## src/io_bridge_pkg.sv

```systemverilog
package io_bridge_pkg;
	localparam logic [11:0] ADDR_INT_SCAN  = 12'hfd9;
	localparam logic [11:0] ADDR_MINUTE    = 12'hfda;
	localparam logic [11:0] ADDR_FAULT     = 12'hfdb;
	localparam logic [11:0] ADDR_CONTROL   = 12'hfdd;
	localparam logic [11:0] ADDR_RANGE_LO  = 12'hfd0;
	localparam logic [11:0] ADDR_RANGE_HI  = 12'hfdf;
	localparam int          BIT_INT_LINE   = 0;
	localparam int          BIT_WD_SCAN    = 2;
	localparam int          BIT_MINUTE     = 1;
	localparam int          BIT_FAULT      = 3;
	localparam int          BIT_LOCAL_EN   = 0;
	localparam int          BIT_LAMP       = 1;
	localparam int          BIT_WD_TRIG    = 6;
	localparam int          BIT_INT_EN     = 7;
	localparam logic [7:0]  INT_SCAN_FIX   = 8'hf0;
	localparam logic [7:0]  MINUTE_FIX     = 8'hf0;
	localparam logic [7:0]  FAULT_FIX      = 8'hf7;
	localparam logic [7:0]  UNUSED_READ    = 8'hff;
	localparam logic [7:0]  CONTROL_RESET  = 8'h80;
	localparam int          CLOCK_HZ       = 10000000;
	localparam int          TICK_HZ        = 1000000;
	localparam int          TICK_CYCLES    = CLOCK_HZ / TICK_HZ;
	localparam int          WAIT_TICKS     = 2;
	localparam int          WD_TIME_MS     = 2000;
	localparam int          WD_CYCLES      = (CLOCK_HZ / 1000) * WD_TIME_MS;
endpackage

```

## src/io_bus_if.sv

```systemverilog
`timescale 1ns/1ps
interface io_bus_if;
	logic       req;
	logic       write;
	logic [11:0] addr;
	logic [7:0] wdata;
	logic       done;
	modport master (output req, output write, output addr, output wdata,
		input done);
	modport slave (input req, input write, input addr, input wdata,
		output done);
endinterface

```

## src/io_bus_interface_status_ports.sv

```systemverilog
`timescale 1ns/1ps
// Notes on behaviour
// - Scan option shows watchdog on bit 2.
// - Interrupt port: live line, bit3 0, high ones.
// - Minute event latched on selected reserve edge.
// - Time port bit 1 shows latch; read clears.
// - Only first instance drives minute interrupt.
// - Time port: bit1 latch, others fixed.
// - Accesses stretched by 1 MHz wait ticks.
// - Two-second timeout lights lamp, resets peripherals.
// - Fault port: bit3 flag, read clears.
// - Fault port write drives test pattern.
// - Control write bits per instance.
// - Control read returns contacts and switches.
// - Decode only when area select qualifies.
// - Guarded route drops interrupt after timeout.
// - Interrupt enable bit needs its option.
// - Fault inhibit blocks writes until flag read.
// - Watchdog counts only with test option.
// - Peripheral reset is stop OR timeout.
module io_bus_interface_status_ports #(
	parameter bit FIRST_INSTANCE = 1'b1,
	parameter int WD_CYCLES      = io_bridge_pkg::WD_CYCLES
) (
	input  wire logic        clock,
	input  wire logic        sys_rst,
	input  wire logic [11:0] addr,
	input  wire logic [7:0]  dataIn,
	input  wire logic        memRead,
	input  wire logic        memWrite,
	input  wire logic        areaSelect,
	output logic      [7:0]  dataOut,
	output logic             ready,
	output logic      [11:0] ioAddr,
	output logic      [7:0]  ioDataOut,
	output logic             ioDataOe,
	input  wire logic [7:0]  ioDataIn,
	output logic             ioRead,
	output logic             ioWrite,
	input  wire logic        process_interrupt_line_n,
	output logic             processIrq,
	output logic             minute_interrupt,
	input  wire logic        reserve_input,
	input  wire logic        fan_contact,
	input  wire logic        overtemp_contact,
	input  wire logic        door_contact,
	input  wire logic        systemJumper,
	input  wire logic        outputInhibitSwitch,
	input  wire logic        cpu_not_operational,
	output logic             peripheral_reset_out,
	output logic             watchdogAlarm_n,
	output logic             local_bus_enable,
	output logic             static_lamp_out,
	input  wire logic        scan_option,
	input  wire logic        sw_inhibit_option,
	input  wire logic        counter_test_option,
	input  wire logic        falling_edge_select,
	input  wire logic        rising_edge_select,
	input  wire logic        minute_route_option,
	input  wire logic        fault_read_option,
	input  wire logic        fault_inhibit_option,
	input  wire logic        guarded_int_route,
	input  wire logic        unguarded_int_route
);
	io_bus_if bus ();
	logic [2:0] intSync;
	logic [2:0] resSync;
	logic [4:0] contactSync [3];
	logic       resLevel;
	logic       resPrev;
	logic [4:0] resSettle;
	logic       minuteLatch;
	logic       faultFlag;
	logic       writeBlock;
	logic       intEnable;
	logic       active;
	logic       activeWrite;
	logic       expired;
	logic       wdTrigger;
	logic [7:0] control;
	logic [7:0] readValue;
	logic [7:0] contacts;
	logic       intLine;
	logic       inRange;
	logic       decoded;
	logic       finish;
	logic       readFinish;
	logic       writeFinish;
	logic       minuteEdge;
	logic       compareFault;
	logic       writesBlocked;
	logic       intGate;
	logic       ioCycle;
	function automatic logic hit(input logic [11:0] a, input logic [11:0] p);
		hit = (a == p);
	endfunction
	// Pins from outside pass three stages; a level counts once the second
	// and third stages agree.
	always_ff @(posedge clock or posedge sys_rst) begin
		if (sys_rst) begin
			intSync <= 3'b111;
			resSync <= 3'b000;
		end else begin
			intSync <= {intSync[1:0], process_interrupt_line_n};
			resSync <= {resSync[1:0], reserve_input};
		end
	end
	genvar g;
	generate
		for (g = 0; g < 3; g++) begin : gContact
			if (g == 0) begin : gFirst
				always_ff @(posedge clock or posedge sys_rst) begin
					if (sys_rst) begin
						contactSync[g] <= 5'h00;
					end else begin
						contactSync[g] <= {fan_contact, overtemp_contact,
							door_contact, systemJumper, outputInhibitSwitch};
					end
				end
			end else begin : gNext
				always_ff @(posedge clock or posedge sys_rst) begin
					if (sys_rst) begin
						contactSync[g] <= 5'h00;
					end else begin
						contactSync[g] <= contactSync[g - 1];
					end
				end
			end
		end
	endgenerate
	always_ff @(posedge clock or posedge sys_rst) begin
		if (sys_rst) begin
			intLine <= 1'b1;
			resLevel <= 1'b0;
			resPrev <= 1'b0;
			resSettle <= 5'h00;
			contacts <= 8'h20;
		end else begin
			if (intSync[1] == intSync[2]) begin
				intLine <= intSync[2];
			end
			if (resSync[1] == resSync[2]) begin
				resLevel <= resSync[2];
			end
			resPrev <= resLevel;
			resSettle <= {resSettle[3:0], 1'b1};
			if (contactSync[1] == contactSync[2]) begin
				contacts <= {contactSync[2][0], 1'b0, 1'b1,
					contactSync[2][1], contactSync[2][2], contactSync[2][3],
					contactSync[2][4], resLevel};
			end
		end
	end
	// Ports outside the status window go through to the I/O modules.
	assign decoded     = areaSelect && (memRead || memWrite);
	assign inRange     = addr >= io_bridge_pkg::ADDR_RANGE_LO
		&& addr <= io_bridge_pkg::ADDR_RANGE_HI;
	assign finish      = bus.done;
	assign readFinish  = finish && !bus.write;
	assign writeFinish = finish && bus.write;
	assign ioCycle     = !inRange || hit(addr, io_bridge_pkg::ADDR_FAULT);
	assign writesBlocked = contacts[7] || writeBlock;
	// A pin resting high through reset must not pass for a rising edge, so
	// edges count only once both level stages hold real pin samples.
	assign minuteEdge  = resSettle[4]
		&& ((rising_edge_select && resLevel && !resPrev)
		|| (falling_edge_select && !resLevel && resPrev));
	assign compareFault = activeWrite && fault_read_option && ioCycle
		&& ioDataOe && (ioDataIn != dataIn);
	assign wdTrigger   = writeFinish && hit(addr, io_bridge_pkg::ADDR_CONTROL)
		&& dataIn[io_bridge_pkg::BIT_WD_TRIG];
	assign bus.req     = active;
	assign bus.write   = activeWrite;
	assign bus.addr    = addr;
	assign bus.wdata   = dataIn;
	wait_timer #(
		.TICK_CYCLES (io_bridge_pkg::TICK_CYCLES),
		.WAIT_TICKS  (io_bridge_pkg::WAIT_TICKS)
	) uWait (
		.clock   (clock),
		.sys_rst (sys_rst),
		.bus     (bus)
	);
	watchdog_timer #(
		.LIMIT (WD_CYCLES)
	) uWatchdog (
		.clock     (clock),
		.sys_rst   (sys_rst),
		.enable    (counter_test_option),
		.retrigger (wdTrigger),
		.expired   (expired)
	);
	always_comb begin
		readValue = io_bridge_pkg::UNUSED_READ;
		if (hit(addr, io_bridge_pkg::ADDR_INT_SCAN)) begin
			readValue = io_bridge_pkg::INT_SCAN_FIX;
			readValue[io_bridge_pkg::BIT_INT_LINE] = intLine;
			readValue[1] = 1'b1;
			readValue[io_bridge_pkg::BIT_WD_SCAN] =
				scan_option ? !expired : 1'b1;
		end else if (hit(addr, io_bridge_pkg::ADDR_MINUTE)) begin
			readValue = io_bridge_pkg::MINUTE_FIX;
			readValue[io_bridge_pkg::BIT_MINUTE] = !minuteLatch;
		end else if (hit(addr, io_bridge_pkg::ADDR_FAULT)) begin
			readValue = io_bridge_pkg::FAULT_FIX;
			readValue[io_bridge_pkg::BIT_FAULT] = !faultFlag;
		end else if (hit(addr, io_bridge_pkg::ADDR_CONTROL)) begin
			readValue = contacts;
		end else if (!inRange) begin
			readValue = ioDataIn;
		end
	end
	always_ff @(posedge clock or posedge sys_rst) begin
		if (sys_rst) begin
			active <= 1'b0;
			activeWrite <= 1'b0;
		end else if (finish || !decoded) begin
			active <= 1'b0;
			activeWrite <= 1'b0;
		end else if (!active && !ready) begin
			active <= 1'b1;
			activeWrite <= memWrite;
		end
	end
	// A set arriving with the clearing read wins, so no event is lost.
	always_ff @(posedge clock or posedge sys_rst) begin
		if (sys_rst) begin
			minuteLatch <= 1'b0;
			faultFlag <= 1'b0;
			writeBlock <= 1'b0;
		end else begin
			if (minuteEdge) begin
				minuteLatch <= 1'b1;
			end else if (readFinish && hit(addr, io_bridge_pkg::ADDR_MINUTE)) begin
				minuteLatch <= 1'b0;
			end
			if (compareFault) begin
				faultFlag <= 1'b1;
				writeBlock <= fault_inhibit_option;
			end else if (readFinish && hit(addr, io_bridge_pkg::ADDR_FAULT)) begin
				faultFlag <= 1'b0;
				writeBlock <= 1'b0;
			end
		end
	end
	always_ff @(posedge clock or posedge sys_rst) begin
		if (sys_rst) begin
			control <= io_bridge_pkg::CONTROL_RESET;
		end else if (writeFinish && hit(addr, io_bridge_pkg::ADDR_CONTROL)) begin
			control <= FIRST_INSTANCE ? dataIn
				: {control[7], dataIn[6], control[5:2], dataIn[1],
				control[0]};
		end
	end
	assign intEnable = !sw_inhibit_option
		|| control[io_bridge_pkg::BIT_INT_EN];
	assign intGate = FIRST_INSTANCE && intEnable
		&& ((guarded_int_route && !expired) || unguarded_int_route);
	always_ff @(posedge clock or posedge sys_rst) begin
		if (sys_rst) begin
			dataOut <= 8'h00;
			ready <= 1'b0;
			ioAddr <= 12'h000;
			ioDataOut <= 8'h00;
			ioDataOe <= 1'b0;
			ioRead <= 1'b0;
			ioWrite <= 1'b0;
			processIrq <= 1'b0;
			minute_interrupt <= 1'b0;
			peripheral_reset_out <= 1'b1;
			watchdogAlarm_n <= 1'b1;
			local_bus_enable <= 1'b1;
			static_lamp_out <= 1'b0;
		end else begin
			ready <= finish;
			if (readFinish) begin
				dataOut <= readValue;
			end
			// The pattern write drives the I/O bus without ioWrite, but is compared with ioDataIn like other writes.
			ioAddr <= addr;
			ioDataOut <= dataIn;
			ioDataOe <= active && activeWrite && ioCycle && !finish
				&& !writesBlocked;
			ioWrite <= active && activeWrite && ioCycle && !finish
				&& !writesBlocked && !hit(addr, io_bridge_pkg::ADDR_FAULT);
			ioRead <= active && !activeWrite && !inRange && !finish;
			processIrq <= intGate && !intLine;
			minute_interrupt <= FIRST_INSTANCE && minute_route_option
				&& intEnable && minuteLatch;
			peripheral_reset_out <= cpu_not_operational || expired;
			watchdogAlarm_n <= !expired;
			local_bus_enable <= FIRST_INSTANCE
				? !control[io_bridge_pkg::BIT_LOCAL_EN] : 1'b1;
			static_lamp_out <= control[io_bridge_pkg::BIT_LAMP] || expired;
		end
	end
endmodule

```

## src/wait_timer.sv

```systemverilog
`timescale 1ns/1ps
module wait_timer #(
	parameter int TICK_CYCLES = 10,
	parameter int WAIT_TICKS  = 2
) (
	input  wire logic clock,
	input  wire logic sys_rst,
	io_bus_if.slave   bus
);
	logic [7:0] divider;
	logic [3:0] ticks;
	logic       tick;
	assign tick = (divider == 8'(TICK_CYCLES - 1));
	always_ff @(posedge clock or posedge sys_rst) begin
		if (sys_rst) begin
			divider <= 8'h00;
		end else if (tick) begin
			divider <= 8'h00;
		end else begin
			divider <= divider + 8'h01;
		end
	end
	// Access length is counted on the free-running 1 MHz tick, so the first
	// slow bus period is partial and depends on where in the tick period it began.
	always_ff @(posedge clock or posedge sys_rst) begin
		if (sys_rst) begin
			ticks <= 4'h0;
			bus.done <= 1'b0;
		end else if (!bus.req || bus.done) begin
			ticks <= 4'h0;
			bus.done <= 1'b0;
		end else if (tick) begin
			ticks <= ticks + 4'h1;
			bus.done <= (ticks == 4'(WAIT_TICKS - 1));
		end
	end
endmodule

```

## src/watchdog_timer.sv

```systemverilog
`timescale 1ns/1ps
module watchdog_timer #(
	parameter int LIMIT = 20000000
) (
	input  wire logic clock,
	input  wire logic sys_rst,
	input  wire logic enable,
	input  wire logic retrigger,
	output logic      expired
);
	logic [31:0] count;
	always_ff @(posedge clock or posedge sys_rst) begin
		if (sys_rst) begin
			count <= 32'h00000000;
			expired <= 1'b0;
		end else if (!enable || retrigger) begin
			count <= 32'h00000000;
			expired <= 1'b0;
		end else if (count == 32'(LIMIT - 1)) begin
			expired <= 1'b1;
		end else begin
			count <= count + 32'h00000001;
		end
	end
endmodule

```

## config.mk

```make
export PLATFORM = sky130hd
export DESIGN_NAME = io_bus_interface_status_ports
export DESIGN_NICKNAME = d
export VERILOG_FILES = /design/src/io_bridge_pkg.sv /design/src/io_bus_if.sv /design/src/io_bus_interface_status_ports.sv /design/src/wait_timer.sv /design/src/watchdog_timer.sv
export SDC_FILE = /design/constraint.sdc
export NUM_CORES = 1
export LEC_CHECK = 0
export BUFFER_PORTS_ARGS = -buffer_cell sky130_fd_sc_hd__clkbuf_2
export CAP_MARGIN = 20
export CORE_UTILIZATION = 50
export DETAILED_ROUTE_END_ITERATION = 10
export PLACE_DENSITY = 0.72
export SLEW_MARGIN = 20
export SYNTH_ARGS = -nofsm -noshare
export SYNTH_HDL_FRONTEND = slang
export SYNTH_SLANG_ARGS = --single-unit
```

## constraint.sdc

```tcl
create_clock -name clock -period 4.15 [get_ports clock]
set_clock_uncertainty 0.1 [all_clocks]
set_input_delay 0.415 -clock clock [delete_from_list [all_inputs] [get_ports clock]]
set_output_delay 0.415 -clock clock [all_outputs]
set_load 0.005 [all_outputs]
```

==> results by group, run 1 <==
Run status
  – Run status: completed

Placement
  – GPL Wtd Cong: roughly 0.85
  – Dpl cells: approximately 670
  – HPWL Detailed: slightly above 8000 µm
  – Placed Instance Area: 0.00587 mm²
  – Port Buffer Count: 88
  – Worst slack at placement: ~1.3 ns

Routing
  – Drt wl/cell: 16.9 µm
  – DR iter-0 viols: ~170
  – Drt drc: 0
  – DRT antenna net count: 0
  – DRT Pass-1 Iters: 4
  – Final wirelength: 12300 µm
  – Via/cell ratio: 5.69
  – Vias after detailed routing: 4132

Synth
  – Syn Nets: around 520
  – Top cell type's share of synthesized area: 55.9%
  – EDFF count, synth: 0
  – Mapped cell area: 0.00533 mm²
  – Cell accounting for the most synthesized area: dfrtp_1
  – Synth warnings: 0
  – Sequential-to-total area share from yosys stat: between 50% and 60%
  – Post-synthesis cell type count: 50
  – Avg Inst Size Synth: approximately 12 µm²
  – Main synth FF type: dfrtp_1
  – Seq cells post-synth: around 130
  – Synth top area cells: dfrtp_1 (56%), dfstp_2 (3.9%), xor2_1 (3.0%)
  – Cells after synthesis: between 400 and 500
  – Asr flop ratio synth: 100%

Layout
  – Non-Filler Instances: slightly above 700
  – Storage cell area: between 0.003 and 0.004 mm²
  – Total Nets Final: approximately 630
  – Area occupied by multi-input gates: ~0.002 mm²
  – Ant diodes: 0
  – Area growth syn-to-layout: 25.5%
  – Layout cells sized above 1: approximately 25%
  – Layout Cell Area excl Fill: 0.00669 mm²
  – Final-layout fill cell count: 796

Worst setup path
  – WS Path Type: in -> reg
  – Setup crit start kind: input port
  – Crit. Startpoint: addr[5]
  – Buf/Inv on CP: 2
  – CP delay by family, top: simple AND/OR/NAND/NOR gates
  – Req. time, crit path: around 4.4 ns
  – Worst Reg-to-Reg Cells: 4
  – Reg2Reg Setup Slack: ~1.6 ns
  – CP endpoint: uWatchdog.count[6]
  – Largest stage delay on the critical path: ~0.9 ns
  – Slowest cell on the critical path: nand2_1
  – RR Endpoint: uWatchdog.count[6]
  – Crit Reg-Reg Startpoint: activeWrite
  – Crit path cell chain: dlygate4sd3_1 > clkbuf_2 > and4b_1 > nand4_1 > nand2_1 > nor3_1
  – Worst setup EP type: flip-flop
  – CP max FO: 24
  – Stages on worst setup path: 6
  – CP arrival: between 3 and 4 ns

Power
  – Clock network power share: 47.2%
  – Power Density: around 430 mW/mm²
  – Comb power frac: ~6.2%
  – P_leak: ~3.0 nW
  – Internal cell power: 2.16 mW
  – Net Sw Frac: about a quarter
  – Flop pwr share: 46.6%
  – Max IR drop VDD: ~430 µV
  – Switching Power: 0.721 mW

Clocking
  – Setup Fix Bufs, Post-CTS: 0
  – Clk Latency, worst-skew pair: between 0.5 and 0.6 ns
  – CTS H-tree depth: 4
  – CTS root buffer: clkbuf_8
  – TritonCTS Sinks: 127
  – CTS tree: built
  – Cts bufs inserted: 17
  – Clock transition at the registers of the reported paths: 0.06 ns
  – Worst-case clock buffer depth: 2

Timing
  – Fin crit period: 2.86 ns
  – Setup violations, final: 0
  – RSZ-0062 raised after global routing: no
  – Rel. slew slack: 41.8%
  – Max Fclk: about 0.35 GHz
  – Hold Slack: 0.0305 ns
  – Fin crit share: between 60% and 70%
  – Hold Fails Final Rpt: 0
  – Max Slew Vio Count: 0
  – Setup TNS Final: 0 ns
  – Tightest Pin Transition: between 0.8 and 0.9 ns
  – Final WS setup: between 1 and 1.5 ns

Die
  – Die width: ~110 µm
  – Num rows: 37
  – Die area: between 0.01 and 0.015 mm²
  – # IOs: between 80 and 90
  – Core ar.: 0.0103 mm²
  – Die H: 105 µm
  – Starting Density: 51.6%

GRT
  – Pin count of the biggest net entering global routing: 54
  – Initial antenna violation count: 0
  – Total gr overflow: 0
  – Number of global-route vias before repair: between 4000 and 5000
  – All-Layer GR Usage: 24.2%
  – First-pass GRT wire length: roughly 20000 µm

Job
  – # Max-Cap Violations: 0

Worst hold path
  – Worst hold path type: in -> reg
  – Hold_sp: minute_route_option
## state kept, by name (all words and copies together), names as in the netlist, 3 cells and up
| name | count |
|---|---|
| dataOut | 8 |
| resSettle | 5 |
| control | 3 |
| intSync | 3 |
| ioAddr | 12 |
| resSync | 3 |
| uWait.divider | 8 |
| contactSync | 15 |
| contacts | 6 |
| ioDataOut | 8 |
| uWait.ticks | 4 |
| uWatchdog.count | 32 |
## synth_stat cells (4+ instances only)
master	n
dfrtp_1	119
a21oi_1	29
nor2_1	26
nand3_1	23
nand2_1	22
xor2_1	18
clkbuf_1	17
nand4_1	17
inv_1	12
o21ai_0	12
or4_1	12
and3_1	11
o31ai_1	11
mux2_2	10
xnor2_1	9
dfstp_2	8
mux2i_1	8
nor3_1	8
nand3b_1	7
or3_1	7
and4_1	5
ha_1	5
nand4b_1	5
nor4_1	5
nor4b_1	5
a31oi_1	4
o22a_1	4
## worst min-delay path: cells and delay by family
kind | cells | cell delay, ns
buffers and inverters | 1 | 0.08
and+or+nand+nor | 2 | 0.12
## power groups by stage
stage	Combinational, mW	Sequential (mW)	Clock (mW)
floorplan	0.0913	1.35	0
global placement	0.152	1.36	0
detailed placement	0.159	1.36	0
CTS	0.181	1.34	1.38
global route	0.198	1.35	1.44
finish	0.179	1.34	1.36
## cell families (layout without fill, tap and decap cells)
| logic type | Yosys count | count (layout) | synth area share [%] |
|---|---|---|---|
| other | 1 | 1 | 0.0703 |
| adder cells (fa/ha/maj) | 7 | 7 | 1.55 |
| AND/OR/NAND/NOR | 174 | 174 | 19.3 |
| flip-flops | 127 | 127 | 59.8 |
| multiplexers | 18 | 18 | 3.61 |
| XOR/XNOR | 27 | 27 | 4.44 |
| AO/OA/AOI/OAI | 75 | 75 | 8.75 |
| buffers and inverters | 34 | 161 | 2.46 |
## per-layer routing
metal	part of all wire [%]	wire length (µm)	GRT usage [%]	vias up
met1	43	5280	30.7	2055
met5	0	0	0	-
met2	50	6160	39.1	120
met4	2.3	283	10.6	0
met3	4.5	551	6.49	20
li1	-	-	-	1937
## timing repair
action                    CTS  global route
hold buffers               27             0
hold endpoints to repair   73             0
gates resized for setup     0             0
## worst min path at each step
| stage | slack, ns | cells past startpoint | end |
|---|---|---|---|
| after floorplan | 0.23 | 0 | contactSync[5] |
| after global placement | 0.23 | 0 | resSettle[4] |
| after detailed placement | 0.24 | 0 | resSettle[2] |
| after CTS | 0.007 | 3 | minute_interrupt |
| after global routing | 0.02 | 3 | minute_interrupt |
| final | 0.03 | 3 | minute_interrupt |
## area by class of cell
cell class                 count  share of cell area [%]
sequential                   127                    47.6
clock buffer                  18                    6.39
clock inverter                14                    1.81
timing repair buffer         117                    10.8
inverter                      12                   0.710
multi-input combinational    302                    30.1
tap                          136                    2.54
## placed cells by master, fill, tap and decap left out, types with 4 or more instances in the layout
master	instances
or4_1	12
nand2_1	22
o21ai_0	12
mux2_2	10
a21oi_1	29
dfrtp_1	119
nand4_1	17
nand3_1	23
clkbuf_16	16
or3_1	7
inv_6	7
xnor2_1	9
ha_1	5
and3_1	11
dfstp_2	8
xor2_1	18
dlygate4sd3_1	27
inv_1	11
mux2i_1	8
clkbuf_2	88
nor4_1	5
nor4b_1	5
nand4b_1	5
a31oi_1	4
nand3b_1	7
and4_1	5
o22a_1	4
nor2_1	26
nor3_1	8
o31ai_1	11
## per-stage QoR
stage / util, % / total power [mW]
floorplan: - / 1.44
global placement: 56.9 / 1.51
detailed placement: 56.9 / 1.52
CTS: 64.8 / 2.90
global route: 64.8 / 2.99
finish: 64.8 / 2.88
Power figures use the tool's default switching activity.
==> run 2: changes to the inputs <==
- clock period: 4.15 -> 2.8 ns (I/O delays scaled with it)
==> run 2 against run 1 <==
Effect of this change:
- cell count is 2.3% higher
- first-iteration DRC count rose by 33%
- design area increased by 3.4%
- critical path type is now reg -> reg
==> results by group, run 2 (synthesis results as in run 1) <==
Run status
  – Run status: completed (unchanged)

Timing
  – Tightest Pin Transition: 0.648 ns (was 0.869 ns)
  – Fin crit share: ~92%
  – Max Fclk: between 0.3 and 0.4 GHz
  – Rel. slew slack: 56.7% (was 41.8%)
  – Max Slew Vio Count: 0 (unchanged)
  – Hold Slack: 0.0411 ns (was 0.0305 ns)
  – Hold Fails Final Rpt: 0 (unchanged)
  – Fin crit period: around 2.6 ns
  – RSZ-0062 raised after global routing: no (unchanged)
  – Setup TNS Final: 0 ns (unchanged)
  – Setup violations, final: 0 (unchanged)

Routing
  – DR iter-0 viols: 223 (was 168)
  – Via/cell ratio: 5.68 (was 5.69)
  – DRT antenna net count: 0 (unchanged)
  – Final wirelength: 12300 µm (about the same)
  – Vias after detailed routing: 4221 (was 4132)
  – DRT Pass-1 Iters: 6 (was 4)
  – Drt wl/cell: 16.5 µm (was 16.9 µm)
  – Drt drc: 0 (unchanged)

Die
  – # IOs: 89 (unchanged)
  – Die area: 0.0111 mm² (unchanged)
  – Die H: 105 µm (unchanged)
  – Starting Density: 51.6% (unchanged)
  – Num rows: 37 (unchanged)
  – Die width: 105 µm (unchanged)
  – Core ar.: 0.0103 mm² (unchanged)

Worst setup path
  – CP max FO: 17 (was 24)
  – WS Path Type: reg -> reg (was in -> reg)
  – Setup crit start kind: flip-flop (was input port)
  – Reg2Reg Setup Slack: 0.22 ns (was 1.58 ns)
  – Worst setup EP type: flip-flop (unchanged)
  – Req. time, crit path: 3.13 ns (was 4.41 ns)
  – CP arrival: 2.92 ns (was 3.12 ns)

Power
  – Power Density: 644 mW/mm² (was 431 mW/mm²)
  – Flop pwr share: 44.7% (was 46.6%)
  – Tot Pwr: 4.46 mW (was 2.88 mW)
  – Switching Power: 0.999 mW (was 0.721 mW)
  – Comb power frac: 6.4% (was 6.2%)
  – Net Sw Frac: 22.4% (was 25.0%)
  – Internal cell power: 3.46 mW (was 2.16 mW)
  – Max IR drop VDD: 606 µV (was 434 µV)
  – P_leak: 3.07 nW (was 2.98 nW)
  – Clock network power share: 48.9% (was 47.2%)

Layout
  – Most common cell after layout, fill and taps aside: dfrtp_1 (unchanged)
  – Area growth syn-to-layout: 29.8% (was 25.5%)
  – Layout Cell Area excl Fill: 0.00692 mm² (was 0.00669 mm²)
  – Max reg flops: 32 (unchanged)
  – Layout cells sized above 1: 24.7% (was 25.1%)
  – Largest register by flop count: uWatchdog.count (unchanged)
  – Total Nets Final: 651 (was 633)
  – Ant diodes: 0 (unchanged)
  – Largest regs: uWatchdog.count: 32 flops, contactSync: 15 flops, ioAddr: 12 flops (unchanged)
  – Commonest cells after routing, fill and taps aside: dfrtp_1 (119), clkbuf_2 (88), dlygate4sd3_1 (41) (was dfrtp_1 (119), clkbuf_2 (88), a21oi_1 (29))

Clocking
  – Worst-case clock buffer depth: 2 (unchanged)
  – Clock transition at the registers of the reported paths: 0.06 ns (about the same)
  – CTS H-tree depth: 4 (unchanged)
  – Cts bufs inserted: 17 (unchanged)
  – Clk Latency, worst-skew pair: 0.52 ns (about the same)
  – CTS root buffer: clkbuf_8 (unchanged)
  – TritonCTS Sinks: 127 (unchanged)
  – Setup Fix Bufs, Post-CTS: 0 (unchanged)
  – CTS tree: built (unchanged)

GRT
  – All-Layer GR Usage: 24.0% (was 24.2%)
  – Pin count of the biggest net entering global routing: 128 (was 54)
  – First-pass GRT wire length: 20200 µm (was 20500 µm)
  – Initial antenna violation count: 0 (unchanged)
  – Total gr overflow: 0 (unchanged)
  – Number of global-route vias before repair: 4158 (was 4182)

Placement
  – HPWL Detailed: 7830 µm (was 8140 µm)
  – Port Buffer Count: 88 (unchanged)
  – GPL Wtd Cong: 0.816 (was 0.846)
  – Placed Instance Area: 0.00592 mm² (was 0.00587 mm²)

Worst hold path
  – Worst hold path type: in -> reg (unchanged)

Job
  – # Max-Cap Violations: 0 (unchanged)
## run 2: cell count changes in the layout (fill, tap and decap cells not counted)
cell / previous run / this run
clkbuf_1: 0 / 1
clkinvlp_4: 3 / 5
inv_8: 1 / 0
bufinv_16: 0 / 3
clkinv_2: 0 / 1
buf_4: 2 / 5
clkinv_4: 3 / 2
inv_4: 1 / 0
buf_12: 0 / 1
inv_6: 7 / 2
dlygate4sd3_1: 27 / 41
## run 2: final cells by class
type                    count  area, µm²
repair buffers            135        908
clock buffers              19        432
well taps                 136        170
inverters                  12       48.8
clock inverters            12        160
flip-flops and latches    127       3190
fillers                   764       3400
multi-input cells         302       2010
## run 2: path summary, 6_finish.rpt
path | start | end | cells past startpoint
worst min-delay path | sw_inhibit_option | processIrq | 3
worst max-delay path | uWatchdog.count[0] | uWatchdog.count[28] | 5
max in group asynchronous | sys_rst | ioDataOut[4] | 4
worst min register to register | contactSync[13] | contactSync[8] | 0
worst max register to register | uWatchdog.count[0] | uWatchdog.count[28] | 5
min in group asynchronous | sys_rst | ready | 4
## run 2: timing repair
item / in CTS / in global routing
resized for setup: 0 / 0
hold buffers: 41 / 0
endpoints found under the setup margin: 0 / 0
hold endpoints to repair: 159 / 0
## run 2: metrics by stage
stage	instances	setup slack, ns	util, %
final	743	0.219	67.0
after floorplan	463	0.654	-
after global routing	743	0.0757	67.0
after CTS	743	0.207	67.0
after detailed placement	671	0.265	57.3
after global placement	671	0.365	57.3
## run 2: routing by layer
metal | vias up | share of wire [%] | GRT usage (%)
met5 | - | 0 | 0
met4 | 0 | 2.4 | 11.0
met3 | 29 | 4.9 | 6.43
met2 | 167 | 50 | 39.2
met1 | 2053 | 43 | 30.0
li1 | 1972 | - | -
## run 2: power groups by stage
stage               Sequential (mW)  Clock, mW  Combinational, mW
floorplan                      2.00          0              0.136
finish                         1.99       2.18              0.285
detailed placement             2.02          0              0.236
CTS                            1.99       2.22              0.284
global placement               2.02          0              0.229
global route                   2.00       2.30              0.313
## run 2: critical path: stages, from the launching register on
cell and delay (ns):
dfrtp_1 0.38, ha_1 0.29, nand2_2 0.12, or4_1 0.83
or4_1 0.60, a21oi_1 0.18
